File: src/core/adc_ctx_pkg.sv
// constants and carrier types for the injected context queue and flags
`default_nettype none
package adc_ctx_pkg;
   localparam int CTX_W = 32;
   localparam int QUEUE_DEPTH = 2;
   localparam logic [31:0] CTX_EMPTY = 32'h0000_0000;
   localparam int TRIG_EDGE_LSB = 6;
   localparam logic [1:0] TRIG_EDGE_SW = 2'h0;
   // approximation phase in half cycles per resolution code
   localparam logic [4:0] SAR_HALF_12 = 5'h19;
   localparam logic [4:0] SAR_HALF_10 = 5'h15;
   localparam logic [4:0] SAR_HALF_8 = 5'h11;
   localparam logic [4:0] SAR_HALF_6 = 5'h0d;
   localparam logic [4:0] SAMP_HALF_MIN = 5'h03;
   localparam logic [1:0] RES_12 = 2'h0;
   localparam logic [1:0] RES_10 = 2'h1;
   localparam logic [1:0] RES_8 = 2'h2;
   localparam logic [1:0] RES_6 = 2'h3;

   typedef struct packed {
      logic sampling_done;
      logic regular_conv_done;
      logic regular_seq_done;
      logic injected_conv_done;
      logic injected_seq_done;
      logic queue_overflow_flag;
   } flags_type;
endpackage : adc_ctx_pkg
`default_nettype wire

File: src/core/adc_ctx_ctrl.sv
// injected context queue, conversion timing and status flags
`default_nettype none
// Functional notes
// two-entry context queue; full-queue write dropped, sets overflow flag
// retain mode keeps last context; empty mode blocks triggers when empty
// injected stop or converter disable flushes the queue; retain mode keeps the active context
// context read shows active context or zero when none
// overflow flag tells whether each context write was discarded
// software writes third context only after injected sequence done
// software keeps triggers away while an immediate context write happens
// after stop, software conversion starts only on start rising edge
// software sets injected start to re-enable hardware triggers
// trigger edge zero means software trigger, nonzero hardware trigger
// empty start procedure in retain mode uses dummy context
// two-bit resolution selects 12, 10, 8 or 6 bits
// approximation lasts 12.5, 10.5, 8.5 or 6.5 cycles
// full conversion takes 14, 12, 10 or 8 cycles
// regular conversion done flag set on regular data, interrupt if enabled
// regular done flag clears on write one or result read
// injected done flag set on injected data, clears on write or read
// sampling done flag for regular conversions, write-one clear
// regular sequence done flag on last regular data, write-one clear
// injected sequence done flag on last injected data, write-one clear
// resolution code 00=12, 01=10, 10=8, 11=6 bits
module adc_ctx_ctrl
(
   // clock and reset
   input  wire logic                         clk_sys_in,
   input  wire logic                         rstn_in,
   // configuration
   input  wire logic                         queue_empty_mode_in,
   input  wire logic [1:0]                   resolution_in,
   input  wire logic                         converter_disable_in,
   input  wire logic                         injected_start_in,
   input  wire logic                         injected_stop_in,
   input  wire logic                         regular_start_in,
   input  wire logic                         regular_last_in,
   input  wire logic                         injected_last_in,
   input  wire logic                         hw_trigger_in,
   // context register access
   input  wire logic                         ctx_write_in,
   input  wire logic [31:0]                  ctx_wdata_in,
   // flag clears and result reads
   input  wire adc_ctx_pkg::flags_type       flag_clear_in,
   input  wire logic                         regular_result_read_in,
   input  wire logic                         injected_result_read_in,
   // interrupt enables
   input  wire adc_ctx_pkg::flags_type       irq_en_in,
   // status
   output logic [31:0]                       injected_context_reg_out,
   output adc_ctx_pkg::flags_type            flags_out,
   output logic                              irq_out,
   output logic                              busy_out,
   output logic                              conv_is_injected_out,
   output logic                              injected_start_out
);

   typedef enum logic [2:0] {
      ST_IDLE   = 3'b001,
      ST_SAMPLE = 3'b010,
      ST_SAR    = 3'b100
   } state_type;

   logic [31:0] slot_q [2];
   logic [31:0] slot_d [2];
   logic [1:0]  count_q, count_d;
   logic        hold_q, hold_d;
   state_type   state_q, state_d;
   logic [4:0]  half_q, half_d;
   logic        inj_q, inj_d;
   logic        last_q, last_d;
   logic        start_q, start_d;
   logic        start_prev_q, start_prev_d;
   logic        armed_q, armed_d;
   adc_ctx_pkg::flags_type flags_q, flags_d;
   logic        irq_q, irq_d;
   logic [4:0]  sar_half;
   logic        sw_ctx, trig_ok, inj_go, reg_go, flush, done, rise;
   logic        write_ok, consume;
   adc_ctx_pkg::flags_type set_ev;

   always_comb
   begin
      case (resolution_in)
         adc_ctx_pkg::RES_12: sar_half = adc_ctx_pkg::SAR_HALF_12;
         adc_ctx_pkg::RES_10: sar_half = adc_ctx_pkg::SAR_HALF_10;
         adc_ctx_pkg::RES_8:  sar_half = adc_ctx_pkg::SAR_HALF_8;
         default:             sar_half = adc_ctx_pkg::SAR_HALF_6;
      endcase
   end

   // context queue and trigger qualification
   always_comb
   begin
      flush = injected_stop_in | converter_disable_in;
      sw_ctx = slot_q[0][adc_ctx_pkg::TRIG_EDGE_LSB +: 2]
               == adc_ctx_pkg::TRIG_EDGE_SW;
      trig_ok = (count_q != 2'h0) | hold_q;
      start_d = injected_start_in & ~flush;
      // edge seen on the bit itself, so a flush cannot fake a new edge
      start_prev_d = injected_start_in;
      rise = injected_start_in & ~start_prev_q;
      armed_d = armed_q;
      if (flush)
         armed_d = 1'b0;
      else if (rise)
         armed_d = 1'b1;
      inj_go = trig_ok & ~flush & (state_q == ST_IDLE) &
               (sw_ctx ? rise : ((armed_q | rise) & hw_trigger_in));
      reg_go = regular_start_in & ~inj_go & (state_q == ST_IDLE);
      done = (state_q == ST_SAR) & (half_q <= 5'h02);
      consume = done & inj_q & last_q;
      write_ok = ctx_write_in & (count_q != 2'h2);
      slot_d[0] = slot_q[0];
      slot_d[1] = slot_q[1];
      count_d = count_q;
      hold_d = hold_q;
      if (consume & (count_q == 2'h2))
      begin
         slot_d[0] = slot_q[1];
         count_d = 2'h1;
      end
      else if (consume & (count_q == 2'h1) & queue_empty_mode_in)
         count_d = 2'h0;
      if (write_ok)
      begin
         if (count_d == 2'h0)
         begin
            slot_d[0] = ctx_wdata_in;
            count_d = 2'h1;
         end
         else
         begin
            slot_d[1] = ctx_wdata_in;
            count_d = 2'h2;
         end
      end
      hold_d = ~queue_empty_mode_in & (hold_q | (count_d != 2'h0));
      if (flush)
      begin
         count_d = queue_empty_mode_in ? 2'h0 : {1'b0, |count_q};
      end
   end

   // conversion timing in half cycles
   always_comb
   begin
      state_d = state_q;
      half_d = half_q;
      inj_d = inj_q;
      last_d = last_q;
      set_ev = '0;
      case (state_q)
         ST_IDLE:
         begin
            if (inj_go | reg_go)
            begin
               state_d = ST_SAMPLE;
               half_d = adc_ctx_pkg::SAMP_HALF_MIN;
               inj_d = inj_go;
               last_d = inj_go ? injected_last_in : regular_last_in;
            end
         end
         ST_SAMPLE:
         begin
            if (half_q <= 5'h02)
            begin
               state_d = ST_SAR;
               half_d = sar_half + (half_q - 5'h02);
               set_ev.sampling_done = ~inj_q;
            end
            else
               half_d = half_q - 5'h02;
         end
         ST_SAR:
         begin
            if (done)
            begin
               state_d = ST_IDLE;
               set_ev.regular_conv_done = ~inj_q;
               set_ev.regular_seq_done = ~inj_q & last_q;
               set_ev.injected_conv_done = inj_q;
               set_ev.injected_seq_done = inj_q & last_q;
            end
            else
               half_d = half_q - 5'h02;
         end
         default: state_d = ST_IDLE;
      endcase
      if (converter_disable_in)
         state_d = ST_IDLE;
      set_ev.queue_overflow_flag = ctx_write_in & ~write_ok;
   end

   // sticky flags, set wins over clear
   always_comb
   begin
      flags_d = flags_q & ~flag_clear_in;
      if (regular_result_read_in)
         flags_d.regular_conv_done = 1'b0;
      if (injected_result_read_in)
         flags_d.injected_conv_done = 1'b0;
      if (write_ok)
         flags_d.queue_overflow_flag = 1'b0;
      flags_d = flags_d | set_ev;
      irq_d = |(flags_d & irq_en_in);
   end

   always_ff @(posedge clk_sys_in)
   begin
      if (!rstn_in)
      begin
         slot_q[0] <= adc_ctx_pkg::CTX_EMPTY;
         slot_q[1] <= adc_ctx_pkg::CTX_EMPTY;
         count_q <= 2'h0;
         hold_q <= 1'b0;
         state_q <= ST_IDLE;
         half_q <= 5'h00;
         inj_q <= 1'b0;
         last_q <= 1'b0;
         start_q <= 1'b0;
         start_prev_q <= 1'b0;
         armed_q <= 1'b0;
         flags_q <= '0;
         irq_q <= 1'b0;
      end
      else
      begin
         slot_q[0] <= slot_d[0];
         slot_q[1] <= slot_d[1];
         count_q <= count_d;
         hold_q <= hold_d;
         state_q <= state_d;
         half_q <= half_d;
         inj_q <= inj_d;
         last_q <= last_d;
         start_q <= start_d;
         start_prev_q <= start_prev_d;
         armed_q <= armed_d;
         flags_q <= flags_d;
         irq_q <= irq_d;
      end
   end

   logic [31:0] ctx_out_q;
   logic        busy_q;
   always_ff @(posedge clk_sys_in)
   begin
      if (!rstn_in)
      begin
         ctx_out_q <= adc_ctx_pkg::CTX_EMPTY;
         busy_q <= 1'b0;
      end
      else
      begin
         ctx_out_q <= (count_d != 2'h0) ? slot_d[0]
                                         : adc_ctx_pkg::CTX_EMPTY;
         busy_q <= state_d != ST_IDLE;
      end
   end

   assign injected_context_reg_out = ctx_out_q;
   assign flags_out = flags_q;
   assign irq_out = irq_q;
   assign busy_out = busy_q;
   assign conv_is_injected_out = inj_q;
   assign injected_start_out = start_q;

   chk_overflow_drop: assert property (@(posedge clk_sys_in)
      disable iff (!rstn_in) ctx_write_in && count_q == 2'h2
      && !consume && !flush
      |=> flags_q.queue_overflow_flag && count_q == 2'h2)
      else $error("full queue write not dropped");
   chk_overflow_clear: assert property (@(posedge clk_sys_in)
      disable iff (!rstn_in) write_ok |=> !flags_q.queue_overflow_flag)
      else $error("accepted write left overflow set");
   chk_flush_empty: assert property (@(posedge clk_sys_in)
      disable iff (!rstn_in) flush && queue_empty_mode_in
      |=> count_q == 2'h0)
      else $error("flush did not empty queue");
   chk_ctx_zero: assert property (@(posedge clk_sys_in)
      disable iff (!rstn_in) count_q == 2'h0 && !hold_q
      |-> ctx_out_q == adc_ctx_pkg::CTX_EMPTY)
      else $error("empty context not read as zero");
   chk_empty_block: assert property (@(posedge clk_sys_in)
      disable iff (!rstn_in) count_q == 2'h0 |-> !inj_go)
      else $error("trigger taken with empty queue");
   chk_conv_12: assert property (@(posedge clk_sys_in)
      disable iff (!rstn_in) state_q == ST_IDLE && (inj_go || reg_go)
      && resolution_in == adc_ctx_pkg::RES_12 && !converter_disable_in
      ##1 (resolution_in == adc_ctx_pkg::RES_12 && !converter_disable_in) [*8]
      ##1 !converter_disable_in [*5]
      |-> ##1 state_q == ST_SAR ##1 state_q == ST_IDLE)
      else $error("12-bit conversion length wrong");
   chk_regular_read: assert property (@(posedge clk_sys_in)
      disable iff (!rstn_in) regular_result_read_in
      && !set_ev.regular_conv_done |=> !flags_q.regular_conv_done)
      else $error("result read did not clear done flag");
   chk_seq_done: assert property (@(posedge clk_sys_in)
      disable iff (!rstn_in) done && inj_q && last_q
      |=> flags_q.injected_seq_done && flags_q.injected_conv_done)
      else $error("injected sequence done not set");
   cov_overflow: cover property (@(posedge clk_sys_in)
      ctx_write_in && count_q == 2'h2);
   cov_inj_done: cover property (@(posedge clk_sys_in)
      set_ev.injected_seq_done);
   cov_flush: cover property (@(posedge clk_sys_in) flush && count_q != 2'h0);
endmodule : adc_ctx_ctrl
`default_nettype wire

File: config.mk
export PLATFORM = sky130hd
export DESIGN_NAME = adc_ctx_ctrl
export DESIGN_NICKNAME = d
export VERILOG_FILES = /design/src/core/adc_ctx_pkg.sv /design/src/core/adc_ctx_ctrl.sv
export SDC_FILE = /design/constraint.sdc
export NUM_CORES = 1
export LEC_CHECK = 0
export BUFFER_PORTS_ARGS = -buffer_cell sky130_fd_sc_hd__clkbuf_2
export CORE_MARGIN = 3
export CORE_UTILIZATION = 43
export CTS_CLUSTER_SIZE = 40
export DETAILED_ROUTE_END_ITERATION = 12
export PLACE_DENSITY = 0.66
export SETUP_SLACK_MARGIN = 0.05
export SLEW_MARGIN = 15
export SYNTH_ARGS = -nofsm -noshare
export SYNTH_HDL_FRONTEND = slang
export SYNTH_SLANG_ARGS = --single-unit
File: constraint.sdc
create_clock -name clk_sys_in -period 2.8 [get_ports clk_sys_in]
set_input_delay 0.56 -clock clk_sys_in [delete_from_list [all_inputs] [get_ports clk_sys_in]]
set_output_delay 0.56 -clock clk_sys_in [all_outputs]
set_load 0.02 [all_outputs]
; After elaboration in Yosys (flattened, before gate mapping)
; Memory sizes are Yosys's and may differ from the RTL's.
; Index checks and enable logic that the tools add are counted.
[op_classes]
n_addsub = 2
n_lt_le_gt_ge = 1
eq_ne = 11
n_mux = 33
bitwise = 37
reduce_logical = 13
[ops]
columns = cell, count
row1 = $mux W32, 5
row2 = $mux W64, 1
row3 = $pmux W5 S3, 2
row4 = $and A1 B1 Y1, 19
row5 = $mux W5, 3
row6 = $and A6 B6 Y6, 2
row7 = $mux W3, 4
row8 = $mux W1, 10
row9 = $mux W2, 5
row10 = $pmux W3 S3, 1
row11 = $mux W4, 2
row12 = $not A1 Y1, 7
row13 = $or A1 B1 Y1, 7
row14 = $logic_not A2 Y1, 3
row15 = $not A6 Y6, 1
row16 = $or A6 B6 Y6, 1
row17 = $reduce_bool A2 Y1, 3
row18 = $reduce_or A6 Y1, 1
row19 = $add A5 B5 Y5, 1
row20 = $le A5 B2 Y1 const B, 1
row21 = $sub A5 B2 Y5 const B, 1
row22 = $eq A2 B1 Y1 const B, 2
row23 = $eq A2 B2 Y1 const B, 2
row24 = $ne A2 B2 Y1 const B, 2
row25 = other kinds (9), 11
[totals]
ff_bits = 56
ramBits = 64
mem_count = 1
[memory_table]
columns = memory, depth, word_bits, read_ports, rd_clocked_by_memory_dff, write_ports, line
row1 = slot_q, 2, 32, 2, 0, 2, adc_ctx_ctrl.sv:64  ; logic [31:0] slot_q [2];

; Depth between registers and ports, before layout
; Gate-level depths: netlist of run 1.
[logic_depth]
word_depth = 14
depth_mapped = 10
depth_no_buf = 10

; Least setup slack after synthesis of run 1
; No wires, ideal clock.
[synth_path]
path_kind = input -> register
startpoint = input resolution_in[0]
endpoint = register half_q[4]
setup_time_ns = 0.070
t_arrival_ns = 2.101
required_ns = 2.730
path_slack_ns = 0.629
path_stages = 9
cell_sequence = ha_1 or2_2 ha_1 nand3_1 and3b_1 o21ai_0 xnor2_1 a22oi_1 a21oi_1
[synth_via]
elab_chain_len = 5
[synth_rtl]
columns = item, line
row1 = from (decl), adc_ctx_ctrl.sv:32  ; input wire logic [1:0] resolution_in,
row2 = "$eq A2 B2 Y1, or another cell as far along", adc_ctx_ctrl.sv:84  ; case (resolution_in)
row3 = $pmux W5 S3 (*), adc_ctx_ctrl.sv:84
row4 = $add A5 B5 Y5 (*), adc_ctx_ctrl.sv:169  ; half_d = sar_half + (half_q - 5'h02);
row5 = $mux W5 (*), adc_ctx_ctrl.sv:166  ; if (half_q <= 5'h02)
row6 = $pmux W5 S3 (*), adc_ctx_ctrl.sv:153  ; case (state_q)
row7 = to (signal assigned), adc_ctx_ctrl.sv:234  ; half_q <= half_d;
row8 = to (decl), adc_ctx_ctrl.sv:69  ; logic [4:0] half_q, half_d;
; Mark *: on every way between the ends. The rest lies on a longest branch, timed or not.
; A chain may end at the register's enable or synchronous reset.

; Worst setup path in the final report of run 1
[layout_path]
startpoint = register half_q[1]
endpoint = register ctx_out_q[5], in the netlist injected_context_reg_out[5]
[layout_via]
elab_chain_len = 14
[layout_rtl]
columns = item, line
row1 = $le A5 B2 Y1 (*), adc_ctx_ctrl.sv:111  ; done = (state_q == ST_SAR) & (half_q <= 5'h02);
row2 = $and A1 B1 Y1 (*), adc_ctx_ctrl.sv:111
row3 = $and A1 B1 Y1 (*) (2 in series), adc_ctx_ctrl.sv:112  ; consume = done & inj_q & last_q;
row4 = $and A1 B1 Y1 (2 in series), adc_ctx_ctrl.sv:123  ; else if (consume & (count_q == 2'h1) & queue_empty_mode_in)
row5 = $mux W2, adc_ctx_ctrl.sv:123
row6 = $mux W2, adc_ctx_ctrl.sv:118  ; if (consume & (count_q == 2'h2))
row7 = $logic_not A2 Y1, adc_ctx_ctrl.sv:127  ; if (count_d == 2'h0)
row8 = $mux W2, adc_ctx_ctrl.sv:127
row9 = $mux W2, adc_ctx_ctrl.sv:125  ; if (write_ok)
row10 = $mux W2, adc_ctx_ctrl.sv:139  ; if (flush)
row11 = $reduce_bool A2 Y1, adc_ctx_ctrl.sv:256  ; ctx_out_q <= (count_d != 2'h0) ? slot_d[0]
row12 = $reduce_and A2 Y1 (no line), -
row13 = to (signal assigned), adc_ctx_ctrl.sv:251  ; ctx_out_q <= adc_ctx_pkg::CTX_EMPTY;
row14 = to (signal assigned), adc_ctx_ctrl.sv:256
row15 = to (decl), adc_ctx_ctrl.sv:245  ; logic [31:0] ctx_out_q;
; Marked as above.

==> metrics.md, run 1 <==
| Metric | Value |
|---|---|
| Worst setup SP type | flip-flop |
| Share of power burned in registers | 0.400 |
| Buffers inserted during post-CTS setup optimization | 0 |
| Hold Vio Cnt, Final | 0 |
| Main synth FF type | dfxtp_1 |
| Routed length per instance | approximately 14 um |
| CTS H-tree lvls | 4 |
| Count of standard-cell rows | 37 |
| CP Data Required Time | 3.25 ns |
| Maximum number of pins on one net before global-route repair | 65 |
| Starting DRT DRC Count | 294 |
| Global-route wire length before repair | between 15000 and 20000 um |
| Overall die area | about 0.012 sq mm |
| Via count of the first global-routing pass | 4058 |
| Core area | ~0.010 sq mm |
| CTS resizes | 0 |
| Synthesis-stage register bit count | 120 |
| Internal power | about 3.5 mW |
| Startpoint of the worst hold path | queue_empty_mode_in |
| Max capacitance violation total | 0 |
| Power Density | around 750 mW/mm^2 |
| Initial antenna violation count | 0 |
| Clock net sink count | 120 |
| Number of top-level pins | around 100 |
| Remaining global-route overflow | 0 |
| Iteration count of the initial detailed-routing pass | 5 |
| Min-Delay Path Depth | 2 |
| Via count | around 4k |
| Max frequency | between 400 and 500 MHz |
| Port-buffer cells | 100 |
| Total power draw | about 4.5 mW |
| Yosys warnings | 0 |
| # placed instances | between 700 and 800 |
| Clock power frac | 0.516 |
| Cell variety after synth | 46 |
| Count of pins over their slew limit | 0 |
| Slew headroom | 0.629 |
| Total nets after synthesis | 607 |
| Period utilization | 0.881 |
| Initial core utilization | 0.450 |
| Most used cells in the layout excluding fill and tap cells | dfxtp_1, nor2_1, clkbuf_2 |
| Switching power | ~0.98 mW |
| Chip Height | between 100 and 150 um |
| Share of layout cells above drive strength 1 | 0.227 |
| Logic gate share of total power | 0.084 |
| Clk pin slew, worst setup/hold paths | roughly 0.060 ns |
| Count of hold-fix buffers inserted at cts | 0 |
| Crit-path slowest cell | or4_1 |
| Worst reg2reg path depth | 8 |
| Status | completed |
| Final count of negative-setup-slack endpoints | 0 |
| TritonCTS clock tree | done |
| Maximum cell stage delay along the critical path | 0.59 ns |
| Post-synthesis async set-or-reset flop share | 0 |
| End of the worst hold path | hold_q |
| Startpoint of the lowest-slack register-to-register path | half_q[1] |
| Post-Route Hold Slack | about 0.26 ns |
| Number of filler cells placed in the layout | slightly below 1k |
| End of the worst register-to-register path | injected_context_reg_out[5] |
| Synthesized instance count | 541 |
| Switching part of the total | 0.218 |
| Gr usage total | 0.195 |
| Most common cell after layout, fill and taps aside | dfxtp_1 |
| Actual transition at the worst max-transition pin | approximately 0.55 ns |
| Final GP Congestion | roughly 0.87 |
| Post-layout minimum cycle time | ~2.5 ns |
| Worst R2R Setup Slack | about 0.33 ns |
| Vias per Instance | a little over 5 |
| Buffers from clock root to sink, at most | 2 |
| Clock Skew | ~0.014 ns |
| Growth of design area from synthesis to finish | 27.8% |
| RSZ-0062 raised after global routing | no |
| Clk Latency, worst-skew pair | about 0.52 ns |
| Residual DRC count | 0 |
| Share of synthesized area occupied by flip-flops and latches | 0.511 |
| Worst endpoint data arrival time | roughly 2.9 ns |
| Min-Delay Path Class | in2reg |
| Worst setup EP type | flip-flop |
| Leakage power figure | approximately 2.7 nW |
| Count of flip-flops with a built-in enable after synthesis | 0 |
| Maximum fanout along the worst path | 30 |
| N_diodes | 0 |
| Setup Total Neg Slack | 0 ns |
| Summed instance area of the synthesized netlist | ~0.0047 sq mm |
| VDD IR max | 0.476 mV |
| Number of buffers created by CTS | 17 |
| Critical path type | reg2reg |
| Total Wirelength | 11400 um |
| Post-route ant nets | 0 |
| Average cell area after synthesis | approximately 8.7 sq um |
| Final cell count without fillers | between 700 and 800 |
| Final nets | 707 |
| HPWL Detailed | ~7500 um |
| Worst-path cell chain | ha_1, nor2b_1, o2111ai_4, or4_1, o211ai_2, nor2_2, buf_4, nor2_1 |
| Horizontal die dimension | 111 um |
| Cell chosen for the clock root | clkbuf_8 |
-- worst max-delay path: cells and delay by family, from the launching register on --
family                     cells  cell delay [ns]
adders and majority gates      1             0.17
buffers and inverters          1             0.26
and+or+nand+nor                4             1.22
DFF                            1             0.40
AOI/OAI and AO/OA              2             0.35
-- kinds of logic (layout without fill, tap and decap cells) --
group / after synthesis / count (layout) / share of synthesized area
xor+xnor: 5 / 5 / 0.00931
fa+ha+maj: 7 / 7 / 0.0186
mux: 37 / 37 / 0.0787
compound gates: 111 / 111 / 0.143
buf+inv: 39 / 151 / 0.0367
flops: 120 / 120 / 0.511
simple gates: 222 / 222 / 0.202
-- worst max-delay path by stage --
stage,startpoint,end,slack [ns],cells after the start
2_1_floorplan,resolution_in[0],half_q[4],0.63,9
3_3_place_gp,resolution_in[0],half_q[4],0.45,10
3_5_place_dp,half_q[0],injected_context_reg_out[4],0.35,9
4_1_cts,half_q[0],injected_context_reg_out[4],0.31,9
5_1_grt,half_q[1],injected_context_reg_out[6],0.15,8
6_report,half_q[1],injected_context_reg_out[5],0.33,8
-- cells in the mapped netlist, types with 3 or more instances --
library cell / instances / share of area
a21oi_1: 72 / 0.077
o21ai_0: 10 / 0.011
buf_6: 3 / 0.0072
a211oi_1: 4 / 0.0064
ha_1: 7 / 0.019
dfxtp_1: 120 / 0.51
nor2_1: 110 / 0.088
and3_1: 3 / 0.0040
xor2_1: 3 / 0.0056
inv_1: 10 / 0.0080
and2_1: 7 / 0.0093
nor3b_1: 3 / 0.0048
nand2_1: 73 / 0.058
nor3_1: 7 / 0.0074
nand2b_1: 5 / 0.0067
mux2i_1: 37 / 0.079
buf_2: 3 / 0.0032
clkbuf_1: 22 / 0.018
o21a_1: 5 / 0.0080
nor2b_1: 3 / 0.0040
-- power groups by stage --
stage	Clock, mW	Sequential (mW)	Combinational [mW]
CTS	2.36	1.80	0.379
global placement	0	1.83	0.366
global route	2.46	1.81	0.424
floorplan	0	1.84	0.232
finish	2.32	1.80	0.377
detailed placement	0	1.84	0.377
-- layout make-up --
cell class              instances  area [sq um]  share of cell area
flip-flops and latches        120          2400               0.400
multi-input cells             382          2160               0.359
repair buffers                109           606               0.101
clock buffers                  23           467              0.0776
well taps                     136           170              0.0283
clock inverters                 8           168              0.0279
inverters                      11          41.3             0.00687
-- stage by stage --
step | utilization | cell area, sq um | setup WS [ns]
floorplan | - | 4700 | 0.629
global placement | 0.514 | 5380 | 0.449
CTS | 0.575 | 6010 | 0.310
detailed placement | 0.514 | 5380 | 0.346
finish | 0.575 | 6010 | 0.332
global route | 0.575 | 6010 | 0.149
-- state kept, by name, indices dropped and copies added, names as in the netlist --
name and count:
count_q 2, state_q 3, start_prev_q 1, conv_is_injected_out 1, busy_out 1, last_q 1, half_q 5, slot_q 64
irq_out 1, injected_start_out 1, flags_out 6, injected_context_reg_out 32, hold_q 1, armed_q 1
-- metal layers --
metal | global-route usage | up-vias | wire length [um]
li1 | - | 2019 | -
met1 | 0.237 | 1905 | 5030
met2 | 0.312 | 120 | 5430
met3 | 0.0712 | 14 | 764
met4 | 0.0796 | 0 | 164
met5 | 0 | - | 0
Power figures use the tool's default switching activity.
==> run 2, diff against run 1 <==
CELL_PAD_IN_SITES_DETAIL_PLACEMENT = 0   (was not set)
CELL_PAD_IN_SITES_GLOBAL_PLACEMENT = 1   (was not set)
CORE_UTILIZATION = 40   (was 43)
PLACE_DENSITY = 0.8   (was 0.66)
SLEW_MARGIN = not set   (was 15)
==> run 2 against run 1 <==
Compared with the run above:
- die area up 7.1%
- worst hold slack better by 0.13 ns
- clock skew down 0.0076 ns
- critical path depth up 1
- sequential power about the same
- via count down 2.0%
- final area down 0.62%
- clock power down 11%
- register-to-register slack worse by 0.05 ns
- flip-flop and latch count unchanged
- first-iteration DRC count down 6.8%
==> metrics.md, run 2 (synthesis gave the netlist of run 1 again) <==
| Metric | Value |
|---|---|
| End of the worst register-to-register path | injected_context_reg_out[11] (was injected_context_reg_out[5]) |
| Startpoint of the worst hold path | queue_empty_mode_in (unchanged) |
| Worst R2R Setup Slack | 0.28 ns (was 0.33 ns) |
| Max frequency | 397 MHz (was 405 MHz) |
| Power Density | 709 mW/mm^2 (was 748 mW/mm^2) |
| Number of buffers created by CTS | 17 (unchanged) |
| Min-Delay Path Class | in2reg (unchanged) |
| CP Data Required Time | 3.13 ns (was 3.25 ns) |
| Final worst setup slack | 0.279 ns (was 0.332 ns) |
| Setup Total Neg Slack | 0 ns (unchanged) |
| Status | completed (unchanged) |
| Clk Latency, worst-skew pair | 0.40 ns (was 0.52 ns) |
| Port-buffer cells | 100 (unchanged) |
| Global-route wire length before repair | 18700 um (was 19300 um) |
| N_diodes | 0 (unchanged) |
| Share of power burned in registers | 0.425 (was 0.400) |
| Maximum cell stage delay along the critical path | 0.59 ns (about the same) |
| Cell Area, Placed | 0.00540 sq mm (was 0.00538 sq mm) |
| Count of standard-cell rows | 38 (was 37) |
| Clk pin slew, worst setup/hold paths | 0.05 ns (was 0.06 ns) |
| Final nets | 710 (was 707) |
| Logic gate share of total power | 0.089 (was 0.084) |
| Buffers from clock root to sink, at most | 2 (unchanged) |
| Via count | 3978 (was 4058) |
| Min-Delay Path Depth | 2 (unchanged) |
| Maximum number of pins on one net before global-route repair | 65 (unchanged) |
| CTS H-tree lvls | 4 (unchanged) |
| Period utilization | 0.900 (was 0.881) |
| Post-layout minimum cycle time | 2.52 ns (was 2.47 ns) |
| Worst endpoint data arrival time | 2.85 ns (was 2.92 ns) |
| Post-route ant nets | 0 (unchanged) |
| Gate family responsible for the most delay along the worst path | simple AND/OR/NAND/NOR gates (unchanged) |
| Clock Skew | 0.00605 ns (was 0.0136 ns) |
| Initial antenna violation count | 0 (unchanged) |
| Critical path type | reg2reg (unchanged) |
| Startpoint of the lowest-slack register-to-register path | half_q[0] (was half_q[1]) |
| Gr usage total | 0.183 (was 0.195) |
| Cell chosen for the clock root | clkbuf_16 (was clkbuf_8) |
| Number of filler cells placed in the layout | 1057 (was 964) |
| Final count of negative-setup-slack endpoints | 0 (unchanged) |
| Final GP Congestion | 0.858 (was 0.867) |
| Growth of design area from synthesis to finish | 27.0% (was 27.8%) |
| Actual transition at the worst max-transition pin | 0.673 ns (was 0.550 ns) |
| HPWL Detailed | 7620 um (was 7460 um) |
| Chip Height | 114 um (was 111 um) |
| Leakage power figure | 2.70 nW (was 2.71 nW) |
| Worst setup SP type | flip-flop (unchanged) |
| Iteration count of the initial detailed-routing pass | 5 (unchanged) |
| Post-Route Hold Slack | 0.385 ns (was 0.260 ns) |
| Share of layout cells above drive strength 1 | 0.228 (was 0.227) |
| Internal power | 3.29 mW (was 3.52 mW) |
| Slew headroom | 0.551 (was 0.629) |
| Worst setup EP type | flip-flop (unchanged) |
| Clock power frac | 0.485 (was 0.516) |
| Sequential Area | 0.00240 sq mm (unchanged) |
| Largest reg by FF count | slot_q (unchanged) |
| Maximum fanout along the worst path | 11 (was 30) |
| Most common cell after layout, fill and taps aside | dfxtp_1 (unchanged) |
| Starting DRT DRC Count | 274 (was 294) |
| Hold Vio Cnt, Final | 0 (unchanged) |
| Most used cells in the layout excluding fill and tap cells | dfxtp_1, nor2_1, clkbuf_2 (unchanged) |
| Vias per Instance | 5.01 (was 5.14) |
| Final cell count without fillers | 794 (was 789) |
| Count of hold-fix buffers inserted at cts | 0 (unchanged) |
| Count of pins over their slew limit | 0 (unchanged) |
| Switching power | 0.945 mW (was 0.979 mW) |
| Via count of the first global-routing pass | 3907 (was 4058) |
| Horizontal die dimension | 114 um (was 111 um) |
| End of the worst hold path | hold_q (unchanged) |
| Number of top-level pins | 101 (unchanged) |
| Initial core utilization | 0.421 (was 0.450) |
| Residual DRC count | 0 (unchanged) |
| Flip-flop count of the largest register, all copies and words added | 64 (unchanged) |
| Final Cell Area | 0.00597 sq mm (was 0.00601 sq mm) |
| # placed instances | 765 (was 758) |
| Core area | 0.0112 sq mm (was 0.0105 sq mm) |
| VDD IR max | 0.503 mV (was 0.476 mV) |
| RSZ-0062 raised after global routing | no (unchanged) |
| Crit-path slowest cell | or4_1 (unchanged) |
| TritonCTS clock tree | done (unchanged) |
| Worst reg2reg path depth | 9 (was 8) |
| Max capacitance violation total | 0 (unchanged) |
| Clock net sink count | 120 (unchanged) |
| Area of the multi-input gates | 0.00217 sq mm (was 0.00216 sq mm) |
| Overall die area | 0.0131 sq mm (was 0.0122 sq mm) |
| Switching part of the total | 0.223 (was 0.218) |
| Worst slack after detailed placement | 0.168 ns (was 0.346 ns) |
| Critical path buffers and inverters | 2 (was 1) |
| Total Wirelength | 11600 um (was 11400 um) |
| CTS resizes | 0 (unchanged) |
| Worst-path cell chain | inv_1, ha_1, nor2b_1, o2111ai_4, or4_1, o211ai_2, nor2_4, buf_4, nor2_1 (was ha_1, nor2b_1, o2111ai_4, or4_1, o211ai_2, nor2_2, buf_4, nor2_1) |
| Buffers inserted during post-CTS setup optimization | 0 (unchanged) |
| Routed length per instance | 14.6 um (was 14.4 um) |
| Remaining global-route overflow | 0 (unchanged) |
## run 2: cell count changes in the layout (fill, tap and decap cells not counted), sizes merged
cell      delta
clkbuf       +4
clkinvlp     -1
bufinv       -4
buf          +3
clkinv       -1
## run 2: power by group through the flow
| stage | sequential, mW | combinational, mW | clock (mW) |
|---|---|---|---|
| after CTS | 1.80 | 0.381 | 2.10 |
| after detailed placement | 1.84 | 0.378 | 0 |
| after global placement | 1.83 | 0.372 | 0 |
| after global routing | 1.81 | 0.425 | 2.18 |
| final | 1.80 | 0.379 | 2.06 |
| after floorplan | 1.84 | 0.232 | 0 |
## run 2: worst max-delay path by stage
stage                     start                            to  slack [ns]  cells after the start
3_3_place_gp          half_q[0]  injected_context_reg_out[31]        0.29                      9
5_1_grt               half_q[0]  injected_context_reg_out[11]        0.12                      9
4_1_cts               half_q[0]  injected_context_reg_out[11]        0.12                      9
3_5_place_dp          half_q[0]  injected_context_reg_out[11]        0.17                      9
6_report              half_q[0]  injected_context_reg_out[11]        0.28                      9
2_1_floorplan  resolution_in[0]                     half_q[4]        0.63                      9
## run 2: final cells by class
cell class                      count  area share
Sequential cell                   120       0.402
Multi-Input combinational cell    382       0.363
Timing Repair Buffer              112       0.103
Clock buffer                       27      0.0892
Tap cell                          140      0.0293
Inverter                           11     0.00691
Clock inverter                      2     0.00587
## run 2: routing by layer
layer / track usage / up-vias / part of all wire
met2: 0.307 / 99 / 0.49
met4: 0.0625 / 0 / 0.014
met5: 0 / - / 0
met1: 0.216 / 1839 / 0.43
li1: - / 2029 / -
met3: 0.0666 / 11 / 0.072
## run 2: metrics by stage
step	utilization	total power, mW
floorplan	-	2.07
global placement	0.483	2.21
detailed placement	0.483	2.21
CTS	0.534	4.29
global route	0.535	4.42
finish	0.535	4.24
